$ cat src/gpio_wdt_pkg.sv
// Constants for the pin, strap override and control channel watchdog register group.
// Assumes a single 40 MHz clock and an 8-bit register access port.
package gpio_wdt_pkg;
	// ----------------------------------------------------------------
	// Register offsets and reset values
	// ----------------------------------------------------------------
	localparam logic [7:0] PIN23_CFG_ADDR   = 8'h1D;
	localparam logic [7:0] PIN01_CFG_ADDR   = 8'h1E;
	localparam logic [7:0] STRAP_OVR_ADDR   = 8'h1F;
	localparam logic [7:0] WDT_CTRL_ADDR    = 8'h20;
	localparam logic [7:0] PIN_CFG_RESET    = 8'h33;
	localparam logic [7:0] STRAP_OVR_RESET  = 8'h00;
	localparam logic [7:0] WDT_CTRL_RESET   = 8'hFE;

	// ----------------------------------------------------------------
	// Field positions and masks
	// ----------------------------------------------------------------
	localparam logic [7:0] PIN_CFG_WMASK    = 8'hBB;
	localparam int         HI_VALUE_BIT     = 7;
	localparam int         HI_DIR_BIT       = 5;
	localparam int         HI_EN_BIT        = 4;
	localparam int         LO_VALUE_BIT     = 3;
	localparam int         LO_DIR_BIT       = 1;
	localparam int         LO_EN_BIT        = 0;
	localparam int         OVR_BIT          = 7;
	localparam int         GATE_SEL_BIT     = 6;
	localparam int         SLEEP_SEL_BIT    = 5;
	localparam int         WDT_DISABLE_BIT  = 0;
	localparam int         WDT_TIMEOUT_W    = 7;

	// ----------------------------------------------------------------
	// Timing
	// ----------------------------------------------------------------
	localparam int         CLK_HZ           = 40000000;
	localparam int         WDT_UNIT_MS      = 2;
	localparam int         WDT_UNIT_CYCLES  = CLK_HZ / 1000 * WDT_UNIT_MS;
	localparam int         WDT_PRE_W        = 24;

	// ----------------------------------------------------------------
	// Watchdog states
	// ----------------------------------------------------------------
	typedef enum logic [1:0] {
		WD_IDLE = 2'b01,
		WD_BUSY = 2'b10
	} wd_state_t;
endpackage

$ cat src/wdt_if.sv
// Carrier between the register group and its control channel watchdog.
// Assumes both ends run on the same clock.
`timescale 1ns/1ps
interface wdt_if;
	import gpio_wdt_pkg::*;
	logic [WDT_TIMEOUT_W-1:0] timeout_units;
	logic                     wdt_disable;
	logic                     txn_start;
	logic                     txn_done;
	logic                     txn_abort;
	logic                     txn_busy;

	modport cfg (
		output timeout_units,
		output wdt_disable,
		output txn_start,
		output txn_done,
		input  txn_abort,
		input  txn_busy
	);
	modport wdt (
		input  timeout_units,
		input  wdt_disable,
		input  txn_start,
		input  txn_done,
		output txn_abort,
		output txn_busy
	);
endinterface

$ cat src/gpio_output_watchdog_config.sv
// Pin configuration, strap override and control channel watchdog register group.
// Assumes register accesses arrive as one-cycle strobes from the serial control bus slave.
`timescale 1ns/1ps
module gpio_output_watchdog_config #(
	parameter int WDT_UNIT_CYCLES = gpio_wdt_pkg::WDT_UNIT_CYCLES
) (
	// Clock and reset
	input  wire logic       mclk,
	input  wire logic       resetn,
	// Register access from the serial control bus
	input  wire logic [7:0] reg_addr,
	input  wire logic [7:0] reg_wdata,
	input  wire logic       reg_wr,
	input  wire logic       reg_rd,
	output logic      [7:0] reg_rdata,
	output logic            reg_rvalid,
	// General purpose pins
	input  wire logic [3:0] pin_in,
	output logic      [3:0] pin_out,
	output logic      [3:0] pin_oe,
	// Strapped selections and their effective values
	input  wire logic       strap_output_gate_select,
	input  wire logic       strap_output_sleep_state_select,
	output logic            output_gate_select,
	output logic            output_sleep_state_select,
	// Bidirectional control channel transactions
	input  wire logic       bidir_control_channel_start,
	input  wire logic       bidir_control_channel_done,
	output logic            bidir_control_channel_abort,
	output logic            bidir_control_channel_busy
);
	import gpio_wdt_pkg::*;

	logic [7:0] pin23_cfg_q;
	logic [7:0] pin01_cfg_q;
	logic       strap_override_q;
	logic       gate_sel_q;
	logic       sleep_sel_q;
	logic       strap_caught_q;
	logic [6:0] wdt_timeout_q;
	logic       wdt_disable_q;
	logic [7:0] rdata_q;
	logic       rvalid_q;
	logic       gate_q;
	logic       sleep_q;
	logic [3:0] pin_en;
	logic [3:0] pin_dir;
	logic [3:0] pin_val;

	wdt_if wd_bus ();

	// ----------------------------------------------------------------
	// Address decode
	// ----------------------------------------------------------------
	function automatic logic wr_hit(input logic [7:0] addr, input logic [7:0] target);
		return reg_wr && (addr == target);
	endfunction

	// ----------------------------------------------------------------
	// Pin configuration registers
	// ----------------------------------------------------------------
	always_ff @(posedge mclk or negedge resetn) begin
		if (!resetn) begin
			pin23_cfg_q <= PIN_CFG_RESET;
		end else if (wr_hit(reg_addr, PIN23_CFG_ADDR)) begin
			pin23_cfg_q <= reg_wdata & PIN_CFG_WMASK;
		end
	end

	always_ff @(posedge mclk or negedge resetn) begin
		if (!resetn) begin
			pin01_cfg_q <= PIN_CFG_RESET;
		end else if (wr_hit(reg_addr, PIN01_CFG_ADDR)) begin
			pin01_cfg_q <= reg_wdata & PIN_CFG_WMASK;
		end
	end

	// Pins 0/1 live in the 0x1E byte, pins 2/3 in the 0x1D byte
	assign pin_val = {pin23_cfg_q[LO_VALUE_BIT], pin23_cfg_q[HI_VALUE_BIT],
	                  pin01_cfg_q[LO_VALUE_BIT], pin01_cfg_q[HI_VALUE_BIT]};
	assign pin_dir = {pin23_cfg_q[LO_DIR_BIT], pin23_cfg_q[HI_DIR_BIT],
	                  pin01_cfg_q[LO_DIR_BIT], pin01_cfg_q[HI_DIR_BIT]};
	assign pin_en  = {pin23_cfg_q[LO_EN_BIT], pin23_cfg_q[HI_EN_BIT],
	                  pin01_cfg_q[LO_EN_BIT], pin01_cfg_q[HI_EN_BIT]};

	// ----------------------------------------------------------------
	// Pin drivers
	// ----------------------------------------------------------------
	assign pin_oe  = pin_en & ~pin_dir;
	assign pin_out = pin_val & pin_oe;

	// ----------------------------------------------------------------
	// Strap override register
	// ----------------------------------------------------------------
	always_ff @(posedge mclk or negedge resetn) begin
		if (!resetn) begin
			strap_override_q <= STRAP_OVR_RESET[OVR_BIT];
			gate_sel_q       <= STRAP_OVR_RESET[GATE_SEL_BIT];
		end else if (wr_hit(reg_addr, STRAP_OVR_ADDR)) begin
			strap_override_q <= reg_wdata[OVR_BIT];
			gate_sel_q       <= reg_wdata[GATE_SEL_BIT];
		end
	end

	// Read-only sleep copy: strapped level caught once after reset release
	always_ff @(posedge mclk or negedge resetn) begin
		if (!resetn) begin
			strap_caught_q <= 1'b0;
			sleep_sel_q    <= STRAP_OVR_RESET[SLEEP_SEL_BIT];
		end else if (!strap_caught_q) begin
			strap_caught_q <= 1'b1;
			sleep_sel_q    <= strap_output_sleep_state_select;
		end
	end

	// ----------------------------------------------------------------
	// Effective gate and sleep selections
	// ----------------------------------------------------------------
	always_ff @(posedge mclk or negedge resetn) begin
		if (!resetn) begin
			gate_q  <= 1'b0;
			sleep_q <= 1'b0;
		end else if (strap_override_q) begin
			gate_q  <= gate_sel_q;
			sleep_q <= sleep_sel_q;
		end else begin
			gate_q  <= strap_output_gate_select;
			sleep_q <= strap_output_sleep_state_select;
		end
	end

	assign output_gate_select        = gate_q;
	assign output_sleep_state_select = sleep_q;

	// ----------------------------------------------------------------
	// Watchdog control register
	// ----------------------------------------------------------------
	always_ff @(posedge mclk or negedge resetn) begin
		if (!resetn) begin
			wdt_timeout_q <= WDT_CTRL_RESET[7:1];
			wdt_disable_q <= WDT_CTRL_RESET[WDT_DISABLE_BIT];
		end else if (wr_hit(reg_addr, WDT_CTRL_ADDR)) begin
			wdt_timeout_q <= reg_wdata[7:1];
			wdt_disable_q <= reg_wdata[WDT_DISABLE_BIT];
		end
	end

	assign wd_bus.timeout_units = wdt_timeout_q;
	assign wd_bus.wdt_disable   = wdt_disable_q;
	assign wd_bus.txn_start     = bidir_control_channel_start;
	assign wd_bus.txn_done      = bidir_control_channel_done;

	chan_watchdog #(
		.UNIT_CYCLES (WDT_UNIT_CYCLES)
	) u_watchdog (
		.mclk   (mclk),
		.resetn (resetn),
		.wd     (wd_bus.wdt)
	);

	assign bidir_control_channel_abort = wd_bus.txn_abort;
	assign bidir_control_channel_busy  = wd_bus.txn_busy;

	// ----------------------------------------------------------------
	// Read path
	// ----------------------------------------------------------------
	always_ff @(posedge mclk or negedge resetn) begin
		if (!resetn) begin
			rdata_q  <= 8'h00;
			rvalid_q <= 1'b0;
		end else begin
			rvalid_q <= reg_rd;
			if (reg_rd) begin
				unique case (reg_addr)
					PIN23_CFG_ADDR: rdata_q <= pin23_cfg_q;
					PIN01_CFG_ADDR: rdata_q <= pin01_cfg_q;
					STRAP_OVR_ADDR: rdata_q <= {strap_override_q, gate_sel_q,
					                            sleep_sel_q, 5'h00};
					WDT_CTRL_ADDR:  rdata_q <= {wdt_timeout_q, wdt_disable_q};
					default:        rdata_q <= 8'h00;
				endcase
			end
		end
	end

	assign reg_rdata  = rdata_q;
	assign reg_rvalid = rvalid_q;

	// ----------------------------------------------------------------
	// Checks
	// ----------------------------------------------------------------
	AST_PIN_DISABLED_FLOATS: assert property (@(posedge mclk) disable iff (!resetn)
		(wr_hit(reg_addr, PIN01_CFG_ADDR) && !reg_wdata[HI_EN_BIT]) |=> !pin_oe[0])
		else $error("Disabled pin 0 still driven");
	AST_PIN_INPUT_FLOATS: assert property (@(posedge mclk) disable iff (!resetn)
		(wr_hit(reg_addr, PIN23_CFG_ADDR) && reg_wdata[HI_DIR_BIT]) |=> !pin_oe[2])
		else $error("Pin 2 set as input still driven");
	AST_PIN_DRIVES_VALUE: assert property (@(posedge mclk) disable iff (!resetn)
		(wr_hit(reg_addr, PIN23_CFG_ADDR) && reg_wdata[LO_EN_BIT] && !reg_wdata[LO_DIR_BIT])
		|=> (pin_oe[3] && pin_out[3] == $past(reg_wdata[LO_VALUE_BIT])))
		else $error("Enabled output pin 3 not driving its value");
	AST_PIN_CFG_WRITE: assert property (@(posedge mclk) disable iff (!resetn)
		wr_hit(reg_addr, PIN01_CFG_ADDR) |=> pin01_cfg_q == ($past(reg_wdata) & 8'hBB))
		else $error("Pin 0/1 config not stored with reserved bits clear");
	AST_OVERRIDE_GATE: assert property (@(posedge mclk) disable iff (!resetn)
		strap_override_q |=> output_gate_select == $past(gate_sel_q))
		else $error("Override active but gate select not from register");
	AST_OVERRIDE_SLEEP: assert property (@(posedge mclk) disable iff (!resetn)
		strap_override_q |=> output_sleep_state_select == $past(sleep_sel_q))
		else $error("Override active but sleep select not from register");
	AST_NO_OVERRIDE_STRAP: assert property (@(posedge mclk) disable iff (!resetn)
		!strap_override_q |=> (output_gate_select == $past(strap_output_gate_select) &&
			output_sleep_state_select == $past(strap_output_sleep_state_select)))
		else $error("Strapped selections not followed without override");
	AST_SLEEP_READ_ONLY: assert property (@(posedge mclk) disable iff (!resetn)
		(strap_caught_q && wr_hit(reg_addr, STRAP_OVR_ADDR)) |=> $stable(sleep_sel_q))
		else $error("Read-only sleep select changed by a write");
	AST_WDT_TIMEOUT_FIELD: assert property (@(posedge mclk) disable iff (!resetn)
		wr_hit(reg_addr, WDT_CTRL_ADDR) |=> (wd_bus.timeout_units == $past(reg_wdata[7:1]) &&
			wd_bus.wdt_disable == $past(reg_wdata[0])))
		else $error("Watchdog control write not applied");
	AST_READ_ANSWER: assert property (@(posedge mclk) disable iff (!resetn)
		(reg_rd && reg_addr == WDT_CTRL_ADDR && !reg_wr) |=>
			(reg_rvalid && reg_rdata == {wdt_timeout_q, wdt_disable_q}))
		else $error("Watchdog control readback wrong");
endmodule

$ cat src/chan_watchdog.sv
// Control channel transaction watchdog.
// Assumes start and done are one-cycle pulses in the mclk domain.
`timescale 1ns/1ps
module chan_watchdog #(
	parameter int UNIT_CYCLES = gpio_wdt_pkg::WDT_UNIT_CYCLES
) (
	// Clock and reset
	input  wire logic mclk,
	input  wire logic resetn,
	// Configuration and transaction events
	wdt_if.wdt        wd
);
	import gpio_wdt_pkg::*;

	localparam logic [WDT_PRE_W-1:0] PRE_LAST = WDT_PRE_W'(UNIT_CYCLES - 1);

	wd_state_t                state_q;
	logic [WDT_PRE_W-1:0]     pre_q;
	logic [WDT_TIMEOUT_W-1:0] unit_q;
	logic                     abort_q;
	logic                     tick;
	logic                     expire;

	// ----------------------------------------------------------------
	// Timeout detection
	// ----------------------------------------------------------------
	assign tick   = (state_q == WD_BUSY) && !wd.wdt_disable && (pre_q == PRE_LAST);
	assign expire = tick && ({1'b0, unit_q} + 8'h01 >= {1'b0, wd.timeout_units});

	always_ff @(posedge mclk or negedge resetn) begin
		if (!resetn) begin
			state_q <= WD_IDLE;
		end else if (wd.txn_start) begin
			state_q <= WD_BUSY;
		end else begin
			unique case (state_q)
				WD_IDLE: state_q <= WD_IDLE;
				WD_BUSY: begin
					if (wd.txn_done || expire) begin
						state_q <= WD_IDLE;
					end
				end
			endcase
		end
	end

	always_ff @(posedge mclk or negedge resetn) begin
		if (!resetn) begin
			pre_q  <= '0;
			unit_q <= '0;
		end else if (wd.txn_start || state_q != WD_BUSY || wd.wdt_disable) begin
			pre_q  <= '0;
			unit_q <= '0;
		end else if (tick) begin
			pre_q  <= '0;
			unit_q <= unit_q + 7'h01;
		end else begin
			pre_q  <= pre_q + 24'h000001;
		end
	end

	always_ff @(posedge mclk or negedge resetn) begin
		if (!resetn) begin
			abort_q <= 1'b0;
		end else begin
			abort_q <= expire && !wd.txn_start && !wd.txn_done;
		end
	end

	assign wd.txn_abort = abort_q;
	assign wd.txn_busy  = (state_q == WD_BUSY);

	// ----------------------------------------------------------------
	// Checks
	// ----------------------------------------------------------------
	AST_WDT_ABORT_ONLY_ENABLED: assert property (@(posedge mclk) disable iff (!resetn)
		wd.txn_abort |-> $past(!wd.wdt_disable && state_q == WD_BUSY))
		else $error("Watchdog aborted while disabled or idle");
	AST_WDT_ABORT_IDLE: assert property (@(posedge mclk) disable iff (!resetn)
		wd.txn_abort |-> !wd.txn_busy)
		else $error("Channel not idle after watchdog abort");
	AST_WDT_RESTART: assert property (@(posedge mclk) disable iff (!resetn)
		wd.txn_start |=> (pre_q == '0 && unit_q == '0 && wd.txn_busy))
		else $error("Watchdog count not restarted on new transaction");
	AST_WDT_EXPIRE_COUNT: assert property (@(posedge mclk) disable iff (!resetn)
		(tick && !wd.txn_start && !wd.txn_done && wd.timeout_units != '0 &&
			unit_q + 7'h01 < wd.timeout_units) |=> !wd.txn_abort)
		else $error("Watchdog aborted before programmed timeout");
endmodule

$ cat config.mk
export PLATFORM = sky130hd
export DESIGN_NAME = gpio_output_watchdog_config
export DESIGN_NICKNAME = d
export VERILOG_FILES = /design/src/gpio_wdt_pkg.sv /design/src/wdt_if.sv /design/src/gpio_output_watchdog_config.sv /design/src/chan_watchdog.sv
export SDC_FILE = /design/constraint.sdc
export NUM_CORES = 1
export LEC_CHECK = 0
export BUFFER_PORTS_ARGS = -buffer_cell sky130_fd_sc_hd__buf_2
export CORE_UTILIZATION = 45
export CTS_CLUSTER_SIZE = 16
export DETAILED_ROUTE_END_ITERATION = 8
export PLACE_DENSITY = 0.67
export SYNTH_ARGS = -nofsm -noshare
export SYNTH_HDL_FRONTEND = slang
export SYNTH_HIERARCHICAL = 1
export SYNTH_SLANG_ARGS = --single-unit
$ cat constraint.sdc
create_clock -name mclk -period 3 [get_ports mclk]
set_clock_uncertainty 0.2 [all_clocks]
set_input_delay 0.45 -clock mclk [delete_from_list [all_inputs] [get_ports mclk]]
set_output_delay 0.45 -clock mclk [all_outputs]
set_load 0.02 [all_outputs]
Word level (Yosys, flattened, before mapping)
Index checks and enable logic that the tools add are counted.

cells by class
  add/sub/neg operators = 3
  magnitude comparators = 1
  equality and inequality tests = 9
  muxes and demuxes = 10
  bitwise gates (word level) = 3
  reductions and logical operators = 16

operators by type and width
  cell                     count
  $mux W24                 2
  $pmux W8 S4              1
  $add A24 B1 Y24 const B  1
  $eq A24 B17 Y1 const B   1
  $eq A8 B5 Y1 const B     3
  $mux W7                  2
  $logic_and A1 B1 Y1      9
  $add A7 B1 Y8 const B    1
  $and A4 B4 Y4            2
  $eq A8 B6 Y1 const B     1
  $ge A8 B7 Y1             1
  $add A7 B1 Y7 const B    1
  $mux W2                  2
  $not A4 Y4               1
  $pmux W2 S2              1
  $logic_not A1 Y1         3
  $logic_or A1 B1 Y1       3
  $ne A3 B2 Y1 const B     1
  $eq A2 B1 Y1 const B     1
  $eq A2 B2 Y1 const B     1
  $mux W1                  2
  $ne A2 B2 Y1 const B     1
  $reduce_bool A2 Y1       1

word-level totals
  register bits after elaboration = 69
  input port bits = 28
  output and inout bits = 21
  word-level logic and storage cells = 58

Longest topological paths before layout
Gate-level depths: netlist of the first run.

  word-level depth = 8
  mapped depth = 9
  mapped depth without buffers = 9

Modules after synthesis
The synthesis of the first run kept the hierarchy.

modules (own cells, without submodules)
  module                       instances  cells each  area each (um^2)  sequential area each (um^2)
  chan_watchdog                1          210         1,966.9           852.1
  gpio_output_watchdog_config  1          121         1,645.3           894.6

Worst setup path after synthesis of the first run
OpenSTA, ideal clock, no wires.

  kind = register -> register
  from = register u_watchdog.unit_q[0]
  to = register u_watchdog.abort_q (netlist: u_watchdog/wd.txn_abort)
  setup time = 0.125 ns
  arrival time = 2.055 ns
  required time = 2.675 ns
  slack = 0.619 ns
  stages on the path, launching flop included = 9
  path buffers = 0
  period minus slack after synthesis = 2.381 ns
  cells stage by stage = dfrtp_1 -> ha_1 -> and3_1 -> and3_1 -> xor2_1 -> ha_1 -> o2111a_1 -> o31ai_1 -> a2111oi_0

between the ends
  cells in the longest elaborated chain, start to end = 5

RTL lines
  what                               line                 text
  start, declared                    chan_watchdog.sv:19  logic [WDT_TIMEOUT_W-1:0] unit_q;
  start signal, assigned             chan_watchdog.sv:56  unit_q <= unit_q + 7'h01;
  $add A7 B1 Y8                      chan_watchdog.sv:28  assign expire = tick && ({1'b0, unit_q} + 8'h01 >= {1'b0, wd.timeout_units});
  $ge A8 B7 Y1                       chan_watchdog.sv:28
  $logic_and A1 B1 Y1                chan_watchdog.sv:28
  $logic_and A1 B1 Y1 (2 in series)  chan_watchdog.sv:66  abort_q <= expire && !wd.txn_start && !wd.txn_done;
  end signal, assigned               chan_watchdog.sv:66
  end, declared                      chan_watchdog.sv:20  logic abort_q;

Every way passes these cells.
A chain may end at the register's enable or synchronous reset.

Worst setup path after layout of the first run
Same ends and word-level chain as after synthesis.

==> impl_metrics.tcl, run 1 <==
set metrics [dict create \
    worstSetupPathType "register to register" \
    critPathRequiredTime_ps 3010 \
    nets 418 \
    synth_top_area_cell "dfrtp_1" \
    path_max_fanout 5 \
    chipWidth_um 91.6 \
    synth-seq-area-share 0.484 \
    clkPwrFrac 0.381 \
    route.met2.wl_mm 3.62 \
    gp_congestion 0.780 \
    viasPerCell 5.54 \
    worstSkewPairLatency_ps 350 \
    dp_hpwl_mm 5.31 \
    outcome "complete, no violations" \
    wl_met3_um 294 \
    avgSynthCellArea_um2 10.9 \
    htree_levels 3 \
    core_area_um2 7730 \
    grt_max_degree 31 \
    via_count 2705 \
    combPwrFrac 0.084 \
    netSwitchingFraction 0.255 \
    yosys.area_share.adder 0.0312 \
    yosysWarnings 6 \
    slew_violations 0 \
    ys_top_cells_by_area "dfrtp_1, dfstp_2, mux2_2" \
    routed.top_layer "met4" \
    die_h_um 91.6 \
    ir_worst_vdd_mv 0.280 \
    drive_above_1_share 0.313 \
    synth_top_family_by_area "simple AND/OR/NAND/NOR gates" \
    async_reset_ff_frac 1.00 \
    synth_xor_area_frac 0.0412 \
    start_util 0.467 \
    synth_top_area_frac 0.367 \
    routed_wl_mm 7.47 \
    pwr_density_cell_nw_per_um2 444 \
    cts_setup_buffers 0 \
    clock.fmax_mhz 380 \
    critPathLaunchType "register" \
    end_kind "register" \
    syn-cell-area_um2 3610 \
    grt_pass1_wl_mm 12.5 \
    rows 32 \
    grt_overflow 0 \
    dr.pass1.iters 4 \
    finalCritPeriodShare 0.877 \
    p_seq_frac 0.536 \
    worst_pin_slew_ps 651 \
    p_int_uw 1370 \
    post-place-ws_ps 361 \
    port_buffers 44 \
    syn_nets 368 \
    die-area_um2 8390 \
    synth_cells 331 \
    wire_per_inst_um 15.3 \
    finish.utilization 0.536 \
    grt_pass1_vias 2682 \
    setup_viol 0 \
    synth_compound_area_frac 0.120 \
    cts_sinks 69 \
    layout_common_cells "dfrtp_1, buf_2, nor2_1" \
    fin_setup_tns_ps 0 \
    finalHoldViolations 0 \
    clk_path_buf_depth 2 \
    min-delay-path-class "input port to register" \
    switching_power_uw 469 \
    layout_commonest_cell "dfrtp_1" \
    ioPinCount 49 \
    drtIter0Drc 103 \
    path_clk_slew_ps 70 \
    slew_headroom 0.566 \
    ys_types 56 \
    synthSimpleGateAreaFrac 0.203 \
    numCtsBuffers 9 \
    clockRootBuffer "clkbuf_8" \
    areaGrowthSynthToFinish_pct 14.7 \
    synth_edf_count 0 \
    drcViolationCount 0 \
    p_leak_uw 0.00188 \
    finalWorstPathRequiredPeriod_ps 2630 \
    drv_cap 0 \
    antenna_cells 0 \
    arrival_ps 2640 \
    synthFlopType "dfrtp_1" \
    antenna_found_initial 0 \
    ant_nets 0 \
    ys_ff_latch 69 \
    rsz0062_at_grt "false" \
    setup_ws_ps 370 \
    cts_tree "built" \
    grt_usage 0.189 \
    cts_resized 0 \
    muxShareOfSynthArea 0.0904 \
    wl_met1_mm 3.42 \
]
flip-flops by register name, summed over array words and instances, names as in the netlist:
signal and flops:
u_watchdog/pre_q 24, reg_rdata 8, u_watchdog/unit_q 7, wd_bus.timeout_units 7, pin01_cfg_q 6, pin23_cfg_q 6
u_watchdog/state_q 2, gate_sel_q 1, output_gate_select 1, output_sleep_state_select 1, reg_rvalid 1, sleep_sel_q 1
strap_caught_q 1, strap_override_q 1, u_watchdog/wd.txn_abort 1, wd_bus.wdt_disable 1
path summary, 6_finish.rpt:
path	to	start	cells after the start	slack (ps)
min reg2reg	sleep_sel_q	strap_caught_q	1	300
max reg2reg	u_watchdog/wd.txn_abort	u_watchdog/unit_q[0]	8	370
min	u_watchdog/state_q[0]	bidir_control_channel_start	2	90
max	u_watchdog/wd.txn_abort	u_watchdog/unit_q[0]	8	370
min in group asynchronous	output_gate_select	resetn	2	470
max in group asynchronous	pin23_cfg_q[5]	resetn	3	1320
layout make-up:
cell class | instances | area (µm²)
Clock buffer | 11 | 151
Clock inverter | 5 | 35.0
Fill cell | 687 | 3580
Inverter | 13 | 48.8
Multi-Input combinational cell | 237 | 1760
Sequential cell | 69 | 1750
Tap cell | 102 | 128
Timing Repair Buffer | 51 | 275
cell usage after synthesis, drive strengths merged, types with 9 or more instances:
cell	instances
or4	9
o21ai	10
a21oi	15
inv	13
nor2	30
dfrtp	53
xnor2	10
ha	9
mux2	27
nand2	16
nand3	11
dfstp	16
per-layer routing:
metal,vias to the layer above,GRT usage
met1,1311,0.234
met2,59,0.318
met4,0,0.0569
met5,-,0
li1,1320,-
met3,15,0.0553
critical path, stage by stage, from the launching register on:
cell and delay, ps:
dfrtp_1 420, ha_1 270, and3_1 250, and3_1 230, xor2_1 160, ha_1 290, o2111a_1 190, o31ai_1 110
a2111oi_0 380
per-stage QoR:
stage | cells | power [µW] | cell area [µm²] | hold slack, ps
finish | 488 | 1840 | 4140 | 86.1
global route | 488 | 1930 | 4140 | 74.3
CTS | 488 | 1870 | 4140 | 70.1
detailed placement | 471 | 1160 | 3950 | 293
global placement | 471 | 1150 | 3950 | 284
floorplan | 331 | 1080 | 3610 | -45.6
timing repair:
item / CTS / global route
hold buffers: 1 / 0
endpoints found under the setup margin: 0 / 0
endpoints found under the hold margin: 21 / 0
logic make-up after synthesis:
group / count (synthesis)
simple gates: 119
flops: 69
compound gates: 64
mux: 27
buf+inv: 25
xor+xnor: 17
fa+ha+maj: 9
other cells: 1
power groups by stage:
stage	clock, µW	combinational [µW]	sequential [µW]
global route	769	172	989
global placement	0	151	1000
finish	701	154	986
floorplan	0	75.6	1000
CTS	728	157	985
detailed placement	0	156	1000
No activity file was read; power rests on OpenSTA's default activity.
==> run 2, diff against run 1 <==
--- a/config.mk
+++ b/config.mk
@@ -9,7 +9,7 @@
 export CORE_UTILIZATION = 45
 export CTS_CLUSTER_SIZE = 16
 export DETAILED_ROUTE_END_ITERATION = 8
-export PLACE_DENSITY = 0.67
+export PLACE_DENSITY_LB_ADDON = 0.25
 export SYNTH_ARGS = -nofsm -noshare
 export SYNTH_HDL_FRONTEND = slang
 export SYNTH_HIERARCHICAL = 1
==> run 2 against run 1 <==
Net effect:
- cell area rose by 0.30%
- total power rose by 0.93%
- sequential power barely moved
- critical path depth did not move
- critical path type unchanged
- clock-buffer cell count rose by 4
==> impl_metrics.tcl, run 2 (synthesis results as in run 1) <==
set metrics [dict create \
    r2r_end "u_watchdog/wd.txn_abort" \
    regMostFlops "u_watchdog/pre_q" \
    path_clk_slew_ps 70 \
    arrival_ps 2650 \
    ir_worst_vdd_mv 0.271 \
    worstSetupPathType "register to register" \
    wire_per_inst_um 14.6 \
    viasPerCell 5.46 \
    grt_pass1_vias 2641 \
    clk_path_buf_depth 2 \
    port_buffers 44 \
    min-delay-path-class "input port to register" \
    drcViolationCount 0 \
    core_area_um2 7730 \
    grt_max_degree 29 \
    cts_resized 0 \
    p_leak_uw 0.00188 \
    nets 419 \
    via_count 2669 \
    layout_commonest_cell "dfrtp_1" \
    min_from "bidir_control_channel_done" \
    dr.pass1.iters 5 \
    drive_above_1_share 0.310 \
    fin_setup_tns_ps 0 \
    gp_congestion 0.795 \
    critPathLaunchType "register" \
    r2r_setup_slack_ps 350 \
    drv_cap 0 \
    finalCritPeriodShare 0.883 \
    r2r-start "u_watchdog/unit_q[0]" \
    die_h_um 91.6 \
    finalWorstPathRequiredPeriod_ps 2650 \
    layout_common_cells "dfrtp_1, buf_2, nor2_1" \
    grt_usage 0.186 \
    drtIter0Drc 90 \
    worstSkewPairLatency_ps 340 \
    numCtsBuffers 9 \
    r2r_cells 8 \
    die-area_um2 8390 \
    antenna_found_initial 0 \
    cts_tree "built" \
    setup_viol 0 \
    grt_overflow 0 \
    clockRootBuffer "clkbuf_8" \
    htree_levels 3 \
    pwr_density_cell_nw_per_um2 447 \
    fill_cells 683 \
    areaGrowthSynthToFinish_pct 15.1 \
    finalHoldViolations 0 \
    cts_setup_buffers 0 \
    start_util 0.467 \
    fin_area_um2 4160 \
    min_delay_worst_endpoint "u_watchdog/wd.txn_abort" \
    outcome "complete, no violations" \
    antenna_cells 0 \
    critPathRequiredTime_ps 3000 \
    rows 32 \
    holdWs_ps 102 \
    cts_sinks 69 \
    dp_hpwl_mm 5.16 \
    largest_reg_flops 24 \
    rsz0062_at_grt "false" \
    finish.utilization 0.538 \
    clock.fmax_mhz 377 \
    path_max_fanout 5 \
    ant_nets 0 \
    routed_wl_mm 7.14 \
    end_kind "register" \
    hold_depth 2 \
    grt_pass1_wl_mm 12.3 \
    slew_violations 0 \
    place_area_um2 3960 \
    ioPinCount 49 \
    chipWidth_um 91.6 \
]
## run 2: cell count changes in the layout (fill, tap and decap cells not counted)
cell,previous run,this run
clkbuf_1,0,2
clkbuf_8,11,13
clkinv_4,2,0
buf_4,6,7
clkinv_2,2,1
clkinvlp_4,1,0
## run 2: worst max-delay path, stage by stage (launching register included)
cell and delay, ps:
dfrtp_1 420, ha_1 270, and3_1 240, and3_1 230, xor2_1 150, ha_1 290
o2111a_1 200, o31ai_1 120, a2111oi_0 390
## run 2: metrics by stage
step,instances,total power [µW],setup WS (ps)
4_1_cts,489,1880,362
2_1_floorplan,331,1080,619
5_1_grt,489,1940,208
3_3_place_gp,472,1150,400
3_5_place_dp,472,1160,407
6_report,489,1860,350
## run 2: how the worst max path moves through the flow
stage                               startpoint                       to  slack (ps)  cells past startpoint
after floorplan           u_watchdog/unit_q[0]  u_watchdog/wd.txn_abort         620                      8
after global placement    u_watchdog/unit_q[0]  u_watchdog/wd.txn_abort         400                      9
after detailed placement  u_watchdog/unit_q[0]  u_watchdog/wd.txn_abort         410                      8
after CTS                 u_watchdog/unit_q[0]  u_watchdog/wd.txn_abort         360                      8
after global routing      u_watchdog/unit_q[0]  u_watchdog/wd.txn_abort         210                      8
final                     u_watchdog/unit_q[0]  u_watchdog/wd.txn_abort         350                      8
## run 2: power by group
part	switching, µW	leakage (µW)	total [µW]	internal (µW)
logic	91.1	0.000900	155	63.8
registers	19.1	0.000885	985	965
clock network	328	0.0000997	719	391
## run 2: timing repair
| action | in CTS | in global routing |
|---|---|---|
| setup endpoints to repair | 0 | 0 |
| hold buffers | 1 | 0 |
| endpoints found under the hold margin | 13 | 0 |
## run 2: layout make-up
type | count | area (µm²) | share of cell area
multi-input cells | 237 | 1760 | 0.423
flip-flops and latches | 69 | 1750 | 0.420
clock inverters | 1 | 5.00 | 0.00120
well taps | 102 | 128 | 0.0307
repair buffers | 52 | 283 | 0.0680
inverters | 13 | 48.8 | 0.0117
clock buffers | 15 | 186 | 0.0449
## run 2: per-layer routing
layer	part of all wire	track usage	up-vias
li1	-	-	1321
met4	0.017	0.0648	0
met3	0.040	0.0544	10
met2	0.48	0.312	51
met1	0.46	0.228	1287
met5	0	0	-
==> run 3, diff against run 2 <==
--- a/config.mk
+++ b/config.mk
@@ -6,7 +6,7 @@
 export NUM_CORES = 1
 export LEC_CHECK = 0
 export BUFFER_PORTS_ARGS = -buffer_cell sky130_fd_sc_hd__buf_2
-export CORE_UTILIZATION = 45
+export CORE_UTILIZATION = 57
 export CTS_CLUSTER_SIZE = 16
 export DETAILED_ROUTE_END_ITERATION = 8
 export PLACE_DENSITY_LB_ADDON = 0.25
==> run 3 against run 2 <==
Net effect:
- cell count fell by 5.9%
- sequential cell count did not move
- sequential share of layout area fell by 0.19 points
- setup slack improved by 67 ps
- register-to-register slack improved by 70 ps
- first-iteration DRC count rose by 68%
- total power rose by 11%
- clock power rose by 29%
- via count rose by 4.7%
==> impl_metrics.tcl, run 3 (synthesis results as in run 1) <==
set metrics [dict create \
    rsz0062_at_grt "false" \
    die_h_um 81.6 \
    grt_usage 0.249 \
    slew_headroom 0.573 \
    wire_per_inst_um 16.1 \
    dp_hpwl_mm 5.23 \
    wl_met3_um 349 \
    setup_ws_ps 418 \
    htree_levels 3 \
    areaGrowthSynthToFinish_pct 15.6 \
    dr.pass1.iters 4 \
    ioPinCount 49 \
    path_clk_slew_ps 80 \
    cts_sinks 69 \
    post-place-ws_ps 443 \
    wl_met1_mm 3.47 \
    arrival_ps 2600 \
    worstSkewPairLatency_ps 340 \
    largest_reg_flops 24 \
    drv_cap 0 \
    via_count 2795 \
    holdWs_ps 107 \
    cts_tree "built" \
    p_seq_frac 0.476 \
    routed.top_layer "met4" \
    ant_nets 0 \
    worst_pin_slew_ps 640 \
    finalHoldViolations 0 \
    viasPerCell 6.08 \
    antenna_cells 0 \
    chipWidth_um 81.6 \
    combPwrFrac 0.075 \
    switching_power_uw 484 \
    routed_wl_mm 7.41 \
    crit_start "u_watchdog/unit_q[0]" \
    critPathLaunchType "register" \
    min-delay-path-class "input port to register" \
    gp_congestion 0.822 \
    antenna_found_initial 0 \
    layout_commonest_cell "dfrtp_1" \
    setup_viol 0 \
    end_kind "register" \
    clock.fmax_mhz 387 \
    grt_pass1_vias 2660 \
    nets 417 \
    rows 28 \
    core_area_um2 6030 \
    path_max_fanout 5 \
    pwr_density_cell_nw_per_um2 495 \
    cts_setup_buffers 0 \
    netSwitchingFraction 0.234 \
    grt_overflow 0 \
    grt_pass1_wl_mm 12.4 \
    drcViolationCount 0 \
    drive_above_1_share 0.312 \
    slew_violations 0 \
    power_uw 2070 \
    outcome "complete, no violations" \
    die-area_um2 6660 \
    grt_max_degree 43 \
    finish.utilization 0.693 \
    port_buffers 44 \
    worstSetupPathType "register to register" \
    clk_path_buf_depth 2 \
    critPathRequiredTime_ps 3010 \
    numCtsBuffers 9 \
    regMostFlops "u_watchdog/pre_q" \
    p_int_uw 1580 \
    clockRootBuffer "clkbuf_8" \
    finalCritPeriodShare 0.861 \
    postCtsHoldBufs 1 \
    layout_common_cells "dfrtp_1, buf_2, nor2_1" \
    ir_worst_vdd_mv 0.364 \
    cts_resized 0 \
    r2r-start "u_watchdog/unit_q[0]" \
    finalWorstPathRequiredPeriod_ps 2580 \
    start_util 0.599 \
    route.met2.wl_mm 3.50 \
    fin_setup_tns_ps 0 \
    drtIter0Drc 151 \
    min_from "bidir_control_channel_start" \
    clkPwrFrac 0.448 \
    p_leak_uw 0.00190 \
]
## run 3: cell type report
cell class	count	area (µm²)
clock buffers	9	124
clock inverters	7	123
fillers	462	1850
inverters	13	48.8
multi-input cells	237	1760
flip-flops and latches	69	1750
well taps	75	93.8
repair buffers	50	280
## run 3: path summary, 6_finish.rpt
check / endpoint / slack (ps) / cells after the start
min in group asynchronous: output_gate_select / 450 / 2
hold reg to reg: sleep_sel_q / 310 / 1
setup reg to reg: u_watchdog/wd.txn_abort / 420 / 9
hold / removal: u_watchdog/state_q[0] / 110 / 2
max in group asynchronous: u_watchdog/state_q[0] / 1430 / 3
setup / recovery: u_watchdog/wd.txn_abort / 420 / 9
## run 3: critical path: stages (launching register included)
cell       delay, ps
dfrtp_1          420
ha_1             270
and3_1           240
and3_1           230
xor2_1           150
ha_1             290
inv_1             40
o32ai_1          160
nor2_1            70
a2111oi_0        390
## run 3: layer usage
metal / GRT usage / up-vias
li1: - / 1322
met5: 0 / -
met1: 0.345 / 1408
met4: 0.0719 / 0
met2: 0.388 / 56
met3: 0.0622 / 9
## run 3: power by group through the flow
stage,registers (µW),clock network [µW],logic (µW)
after floorplan,1000,0,75.6
after global placement,1000,0,151
after detailed placement,1000,0,155
after CTS,985,941,158
after global routing,989,980,173
final,985,927,156
## run 3: metrics by stage
| stage | instance area (µm²) | cells |
|---|---|---|
| floorplan | 3610 | 331 |
| global placement | 3920 | 443 |
| detailed placement | 3920 | 443 |
| CTS | 4180 | 460 |
| global route | 4180 | 460 |
| finish | 4180 | 460 |
